`config.mk`:
```
export PLATFORM = sky130hd
export DESIGN_NAME = ddsfs_device_flat
export DESIGN_NICKNAME = d
export VERILOG_FILES = /design/src/logic/ddsfs_pkg.sv /design/src/logic/ddsfs_link_if.sv /design/src/logic/ddsfs_device.sv /design/src/flat_wrapper.sv
export SDC_FILE = /design/constraint.sdc
export NUM_CORES = 1
export LEC_CHECK = 0
export ABC_AREA = 1
export BUFFER_PORTS_ARGS = -buffer_cell sky130_fd_sc_hd__buf_2
export CORE_UTILIZATION = 50
export CTS_CLUSTER_DIAMETER = 200
export DETAILED_ROUTE_END_ITERATION = 16
export PLACE_DENSITY_LB_ADDON = 0.3
export SYNTH_ARGS = -nofsm -noshare
export SYNTH_HDL_FRONTEND = slang
export SYNTH_SLANG_ARGS = --single-unit
```
`constraint.sdc`:
```
create_clock -name clk_sys -period 2.6 [get_ports clk_sys]
set_input_delay 0.39 -clock clk_sys [delete_from_list [all_inputs] [get_ports clk_sys]]
set_output_delay 0.39 -clock clk_sys [all_outputs]
set_load 0.005 [all_outputs]
```
`src/logic/ddsfs_pkg.sv`:
```
// Purpose: shared constants for the serial word loader and tuning word selector
// Assumes: one system clock, link clock sampled as data
// Notes:   widths fixed
package ddsfs_pkg;
	localparam int WORD_BITS    = 16;
	localparam int ACC_BITS     = 32;
	localparam int CNT_BITS     = 5;
	localparam int SCLK_HALF    = 5;            // host link clock half period in clk_sys cycles
	localparam int DIV_BITS     = 4;
	localparam logic [CNT_BITS-1:0] CNT_RESET = 5'h00;
	localparam logic [ACC_BITS-1:0] ACC_RESET = 32'h00000000;
	localparam logic [WORD_BITS-1:0] WORD_RESET = 16'h0000;
	localparam logic [2:0] SCLK_SYNC_RESET  = 3'h7;     // link clock idles high
	localparam logic [1:0] FRAME_SYNC_RESET = 2'h3;     // frame idles high
	localparam logic [1:0] PIN_SYNC_RESET   = 2'h0;
	localparam logic       FLAG_CLEAR       = 1'h0;
	localparam logic       FLAG_SET         = 1'h1;
	// gray order along idle, high, low, high ... low, done, idle
	typedef enum logic [1:0] {
		DDSFS_IDLE = 2'h0,
		DDSFS_HIGH = 2'h1,
		DDSFS_LOW  = 2'h3,
		DDSFS_DONE = 2'h2
	} ddsfs_host_type;
endpackage

```
`src/logic/ddsfs_link_if.sv`:
```
// Purpose: three wire serial link plus tuning word choice pin
// Assumes: all signals driven by the host end
// Notes:   no clocking block
`timescale 1ns/100ps
interface ddsfs_link_if;
	logic serialClk;
	logic serialDataIn;
	logic wordFrameSync;
	logic tuningWordChoice;
	modport device (input serialClk, input serialDataIn, input wordFrameSync, input tuningWordChoice);
	modport host   (output serialClk, output serialDataIn, output wordFrameSync, output tuningWordChoice);
endinterface

```
`src/logic/ddsfs_device.sv`:
```
// Purpose: device end, serial word capture, tuning word choice and phase accumulator
// Assumes: link pins asynchronous to clk_sys, synchronised by two flops
// Notes:   word content and command decode are the user's business
`timescale 1ns/100ps
module ddsfs_device
	import ddsfs_pkg::*;
(
	input  wire logic                 clk_sys,
	input  wire logic                 srst,
	ddsfs_link_if.device              link,
	input  wire logic [ACC_BITS-1:0]  tuningWordA,
	input  wire logic [ACC_BITS-1:0]  tuningWordB,
	input  wire logic                 choiceFromBit,
	input  wire logic                 choiceBit,
	output logic [WORD_BITS-1:0]      rxWord,
	output logic                      rxValid,
	output logic                      activeChoice,
	output logic [ACC_BITS-1:0]       phaseAcc
);
	// synchroniser chains: stage 0 may go metastable, so only stage 1 ever reads it
	logic [2:0]           sclkSync;
	logic [1:0]           dataSync;
	logic [1:0]           frameSync;
	logic [1:0]           choiceSync;

	// word assembly state
	logic [WORD_BITS-1:0] shifter;
	logic [CNT_BITS-1:0]  bitCnt;

	// next values
	logic [WORD_BITS-1:0] next_shifter;
	logic [CNT_BITS-1:0]  next_bitCnt;
	logic [WORD_BITS-1:0] next_rxWord;
	logic                 next_rxValid;
	logic [ACC_BITS-1:0]  next_phaseAcc;
	logic                 next_activeChoice;

	// decoded conditions
	logic                 sclkFall;
	logic                 frameLow;
	logic                 wordDone;
	logic                 bitTaken;
	logic                 wordTaken;
	logic                 selChoice;
	logic [WORD_BITS-1:0] shiftedWord;
	logic [ACC_BITS-1:0]  stepWord;

	// true on a one to zero step between two settled samples
	function automatic logic ddsfsFell(
		input logic older,
		input logic newer
	);
		return older & ~newer;
	endfunction

	// appends one serial bit at the low end, so the first bit sent ends up as the msb
	function automatic logic [WORD_BITS-1:0] ddsfsShiftIn(
		input logic [WORD_BITS-1:0] word,
		input logic                 bitIn
	);
		return {word[WORD_BITS-2:0], bitIn};
	endfunction

	// the count stops at the last bit of a word
	function automatic logic ddsfsIsLast(
		input logic [CNT_BITS-1:0] count
	);
		return count == CNT_BITS'(WORD_BITS - 1);
	endfunction

	// one of two step words by a one bit choice
	function automatic logic [ACC_BITS-1:0] ddsfsPickWord(
		input logic                choice,
		input logic [ACC_BITS-1:0] firstWord,
		input logic [ACC_BITS-1:0] secondWord
	);
		return choice ? secondWord : firstWord;
	endfunction

	// edge detect reads stages one and two only
	assign sclkFall    = ddsfsFell(sclkSync[2], sclkSync[1]);
	assign frameLow    = ~frameSync[1];
	assign wordDone    = ddsfsIsLast(bitCnt);
	assign bitTaken    = frameLow & sclkFall;
	assign wordTaken   = bitTaken & wordDone;
	assign shiftedWord = ddsfsShiftIn(shifter, dataSync[1]);

	// the control bit overrides the pin; the host keeps the pin at ground meanwhile
	assign selChoice = choiceFromBit ? choiceBit : choiceSync[1];
	assign stepWord  = ddsfsPickWord(selChoice, tuningWordA, tuningWordB);

	// the word is handed over only on its last bit; partial words never reach rxWord
	assign next_shifter = bitTaken ? shiftedWord : shifter;
	assign next_rxWord  = wordTaken ? shiftedWord : rxWord;
	assign next_rxValid = wordTaken;

	// the accumulator wraps at its full width, which makes the step a binary fraction of the clock
	assign next_phaseAcc     = phaseAcc + stepWord;
	assign next_activeChoice = selChoice;

	// a high frame clears the count, so a cut word is dropped and each low frame starts fresh
	always_comb begin
		next_bitCnt = bitCnt;
		if (!frameLow)
			next_bitCnt = CNT_RESET;
		else if (wordTaken)
			next_bitCnt = CNT_RESET;
		else if (bitTaken)
			next_bitCnt = bitCnt + 1'b1;
	end

	// link clock rests high, so its chain resets high and no false fall follows reset
	always_ff @(posedge clk_sys) begin
		if (srst) begin
			sclkSync <= SCLK_SYNC_RESET;
		end else begin
			sclkSync <= {sclkSync[1:0], link.serialClk};
		end
	end

	// data passes the same depth as the clock, so a sampled bit lines up with its falling edge
	always_ff @(posedge clk_sys) begin
		if (srst) begin
			dataSync <= PIN_SYNC_RESET;
		end else begin
			dataSync <= {dataSync[0], link.serialDataIn};
		end
	end

	// frame idles high, so reset leaves the word count cleared
	always_ff @(posedge clk_sys) begin
		if (srst) begin
			frameSync <= FRAME_SYNC_RESET;
		end else begin
			frameSync <= {frameSync[0], link.wordFrameSync};
		end
	end

	// two flops add latency; a pin that moves at a clock edge may switch one cycle late
	always_ff @(posedge clk_sys) begin
		if (srst) begin
			choiceSync <= PIN_SYNC_RESET;
		end else begin
			choiceSync <= {choiceSync[0], link.tuningWordChoice};
		end
	end

	always_ff @(posedge clk_sys) begin
		if (srst) begin
			shifter <= WORD_RESET;
		end else begin
			shifter <= next_shifter;
		end
	end

	always_ff @(posedge clk_sys) begin
		if (srst) begin
			bitCnt <= CNT_RESET;
		end else begin
			bitCnt <= next_bitCnt;
		end
	end

	// holds the last complete word until the next one lands
	always_ff @(posedge clk_sys) begin
		if (srst) begin
			rxWord <= WORD_RESET;
		end else begin
			rxWord <= next_rxWord;
		end
	end

	// one cycle pulse with each new word
	always_ff @(posedge clk_sys) begin
		if (srst) begin
			rxValid <= FLAG_CLEAR;
		end else begin
			rxValid <= next_rxValid;
		end
	end

	// advances on every master clock, never gated
	always_ff @(posedge clk_sys) begin
		if (srst) begin
			phaseAcc <= ACC_RESET;
		end else begin
			phaseAcc <= next_phaseAcc;
		end
	end

	// registered so the selection seen outside never glitches
	always_ff @(posedge clk_sys) begin
		if (srst) begin
			activeChoice <= FLAG_CLEAR;
		end else begin
			activeChoice <= next_activeChoice;
		end
	end
endmodule

```
`src/flat_wrapper.sv`:
```
// flat-port wrapper written by rule: the top's interface ports become plain ports
module ddsfs_device_flat import ddsfs_pkg::*;
  (clk_sys, srst, tuningWordA, tuningWordB, choiceFromBit, choiceBit, rxWord, rxValid, activeChoice, phaseAcc, link_serialClk, link_serialDataIn, link_wordFrameSync, link_tuningWordChoice);
  ddsfs_link_if link_i ();
  input  wire logic clk_sys;
  input  wire logic srst;
  input  wire logic [ACC_BITS-1:0] tuningWordA;
  input  wire logic [ACC_BITS-1:0] tuningWordB;
  input  wire logic choiceFromBit;
  input  wire logic choiceBit;
  output logic [WORD_BITS-1:0] rxWord;
  output logic rxValid;
  output logic activeChoice;
  output logic [ACC_BITS-1:0] phaseAcc;
  input wire logic [$bits(link_i.serialClk)-1:0] link_serialClk;
  input wire logic [$bits(link_i.serialDataIn)-1:0] link_serialDataIn;
  input wire logic [$bits(link_i.wordFrameSync)-1:0] link_wordFrameSync;
  input wire logic [$bits(link_i.tuningWordChoice)-1:0] link_tuningWordChoice;
  assign link_i.serialClk = link_serialClk;
  assign link_i.serialDataIn = link_serialDataIn;
  assign link_i.wordFrameSync = link_wordFrameSync;
  assign link_i.tuningWordChoice = link_tuningWordChoice;
  ddsfs_device u_core (.clk_sys(clk_sys), .srst(srst), .link(link_i), .tuningWordA(tuningWordA), .tuningWordB(tuningWordB), .choiceFromBit(choiceFromBit), .choiceBit(choiceBit), .rxWord(rxWord), .rxValid(rxValid), .activeChoice(activeChoice), .phaseAcc(phaseAcc));
endmodule
```
==> results.md <==
* Crit path arrival time at 2640 ps
* R2r worst-path depth at 16
* Mapped Area at 5290 um2
* Seq pwr share at 29.1%
* WHS at 210 ps
* Layout area overhead at 20.3%
* Max-cap violations at 0
* Max FO, Critical Path at 11
* Max Clk Rate at 420 MHz
* Status: finished clean
* Post-CTS Setup Repair Bufs at 0
* I/O Buffers at 121
* Pin count of the biggest net entering global routing at 46
* Yosys top cell by area: dfxtp_1
* Type of origin of the critical path: flip-flop
* Clock Power Share at 18.3%
* GRT Total Usage at a little over a quarter
* Clk Latency, worst-skew pair at 370 ps
* Max incr delay on CP at 380 ps
* Total gr overflow at 0
* First-pass iteration count of the detailed router at 7
* Placer Congestion at between 0.9 and 1
* Sequential area share after synthesis at 29.9%
* Num CTS Buffers at 9
* Crit Path Class: reg -> reg
* H-tree level count at 3
* Fin Clk Skew at 14.7 ps
* Async S/R FF share, synth at 0%
* PD cells at 848 nW/um2
* Sw Ratio at 45.0%
* Seq. cell area at 1580 um2
* Fin crit share at 91.5%
* Min Tclk post-route at 2380 ps
* Place WS at -16.1 ps
* Drt total wl at 13600 um
* Iteration-0 DRC Markers at 257
* Combinational share of power at 52.6%
* Critical Path Most Common Cell: nand2_1
* Root Buffer: clkbuf_8
* Die area at roughly 11000 um2
* Post-synth EDFFs at 0
* Vias at between 5000 and 6000
* Pwr Total at 5.40 mW
* CTS tree: yes
* Layout filler cell count at approximately 1000
* Net switching power figure at 2.43 mW
* Design Area, Final at 6360 um2
* WL/cell at 11.9 um
* Die X at 105 um
* Initial Util at ~51%
* Slew Limit Headroom at between 60% and 70%
* Final setup TNS at 0 ps
* Worst slew pin tran at ~470 ps
* Synth Warn # at 0
* Synth Flop Type: dfxtp_1
* Critical path cell sequence: nand2_1, nand2_1, buf_4, nand2_1, nand2_1, ha_1, inv_1, fa_1, inv_1, nand3_1, nand3_1, nand2_1, a21oi_1, nor2_1, o21ai_0, nor2_1
* IO Pins at about 120
* Area of the multi-input gates at 3080 um2
* #FFs+latches synth at 79
* Synth top area share at between 20 and 30%
* Yosys cell types at 34
* Clock Path Buffers at 2
* Dominant cells by area after synthesis: dfxtp_1 30%, nand2_1 23%, inv_1 9.7%
* Antenna viol nets, final at 0
* Crit-path slowest cell: fa_1
* Mapped Cells at roughly 870
* Slew Limit Fails at 0
* Leakage Power at 3.65 nW
* RSZ-0062 raised after global routing: no
* Max VDD drop at 405 uV
* Final net count at 1111
* Row count at 37
* Syn Area/Cell at just over 6 um2
* Setup WS post-layout at 220 ps
* Die Y-Extent at ~100 um
* Vias/cell at 4.77
* HP Class: in -> reg
* # DRC at 0
* Post-placement cell area at 6150 um2
* Final HPWL from detailed placement at roughly 11000 um
* Core Area at 10300 um2
* Initial antenna violation count at 0
* Hold_buf cts at 0
* CTS clk-pin slew, worst paths at 90 ps
* Worst endpoint required time at between 2000 and 3000 ps
* Cell-internal power at 2.97 mW
* Number of global-route vias before repair at roughly 5200
* First-pass GRT wire length at 23300 um
* Setup violators final at 0
* Final hold viol count at 0
* Fraction of layout cells with a size suffix above 1 at 21.4%
* Critical Path End Type: flip-flop
* Syn Nets at between 900 and 1000
* # diodes at 0
* Worst Hold Depth at 2
* Clock net sink count at 79
Yosys cell counts (5+ instances only):
cell      instances
clkbuf_1         11
nor3_1            6
or2_2             6
nand2_1         330
inv_1           137
nor2_1           65
nand2_2          15
dfxtp_1          79
o21ai_2           9
ha_1             36
nand3_2           5
inv_2             9
nor2_2            6
and2_1            5
a21oi_1          60
nand3_1          25
o21ai_0          34
final timing paths:
path | from | slack [ps] | endpoint
setup / recovery | u_core.choiceSync[1] | 220 | u_core.phaseAcc[16]
hold reg to reg | u_core.dataSync[0] | 410 | u_core.dataSync[1]
hold / removal | link_wordFrameSync | 210 | u_core.frameSync[0]
setup reg to reg | u_core.choiceSync[1] | 220 | u_core.phaseAcc[16]
flip-flops by register name, indices dropped and copies added (netlist names):
name / flops
u_core.activeChoice: 1
u_core.bitCnt: 5
u_core.choiceSync: 2
u_core.dataSync: 2
u_core.frameSync: 2
u_core.phaseAcc: 32
u_core.rxValid: 1
u_core.rxWord: 16
u_core.sclkSync: 3
u_core.shifter: 15
power groups by stage:
stage | Combinational, mW | Clock (mW) | Sequential [mW]
after floorplan | 1.92 | 0 | 1.60
after global placement | 2.78 | 0 | 1.60
after detailed placement | 2.81 | 0 | 1.60
after CTS | 2.82 | 1.00 | 1.57
after global routing | 3.26 | 1.05 | 1.60
final | 2.84 | 0.985 | 1.57
cells in the final DEF, fill, tap and decap left out, types with 2 or more instances in the layout:
master	n
nand3_2	6
clkinv_1	2
o21ai_0	34
and2_1	5
nand2_1	330
or2_2	6
o21ai_2	9
clkinv_4	3
nand2_2	15
dfxtp_1	79
a21oi_2	2
nor3_1	6
o21bai_1	3
nor3_2	4
nand4_1	4
ha_1	35
inv_1	137
nand3_1	24
buf_2	121
clkbuf_8	9
buf_4	19
nor2_1	65
a21oi_1	60
nor2_2	6
inv_2	9
layout make-up:
class	instances	area share, %
inverters	148	8.73
clock buffers	9	1.95
well taps	136	2.67
multi-input cells	623	48.4
flip-flops and latches	79	24.9
repair buffers	141	12.1
clock inverters	7	1.28
metal layers:
layer	global-route usage (%)	routed length, um	vias up
met3	5.61	918	24
met5	0	0	-
li1	-	-	2922
met1	32.6	6340	2357
met4	9.86	282	0
met2	43.9	6040	153
kinds of logic (layout without fill, tap and decap cells):
family,count (synthesis),after routing,share of synthesized area [%]
AO/OA/AOI/OAI,112,112,11.7
XOR/XNOR,1,1,0.166
adder cells (fa/ha/maj),37,37,8.90
buffers and inverters,164,305,11.9
flip-flops,79,79,29.9
AND/OR/NAND/NOR,473,473,37.4
critical path: cells and delay by family, from the launching register on:
kind	cells	cell delay, ps
AO/OA/AOI/OAI	2	340
AND/OR/NAND/NOR	9	720
flip-flops	1	310
buffers and inverters	3	370
adder cells (fa/ha/maj)	2	540
repair_timing:
item / CTS / global route
setup endpoints to repair: 0 / 2
endpoints found under the hold margin: 0 / 0
gates resized for setup: 0 / 2
stage by stage:
stage | util [%] | cells
5_1_grt | 61.9 | 1143
3_3_place_gp | 59.8 | 1127
4_1_cts | 61.8 | 1143
3_5_place_dp | 59.8 | 1127
2_1_floorplan | - | 866
6_report | 61.9 | 1143
Power figures use the tool's default switching activity.
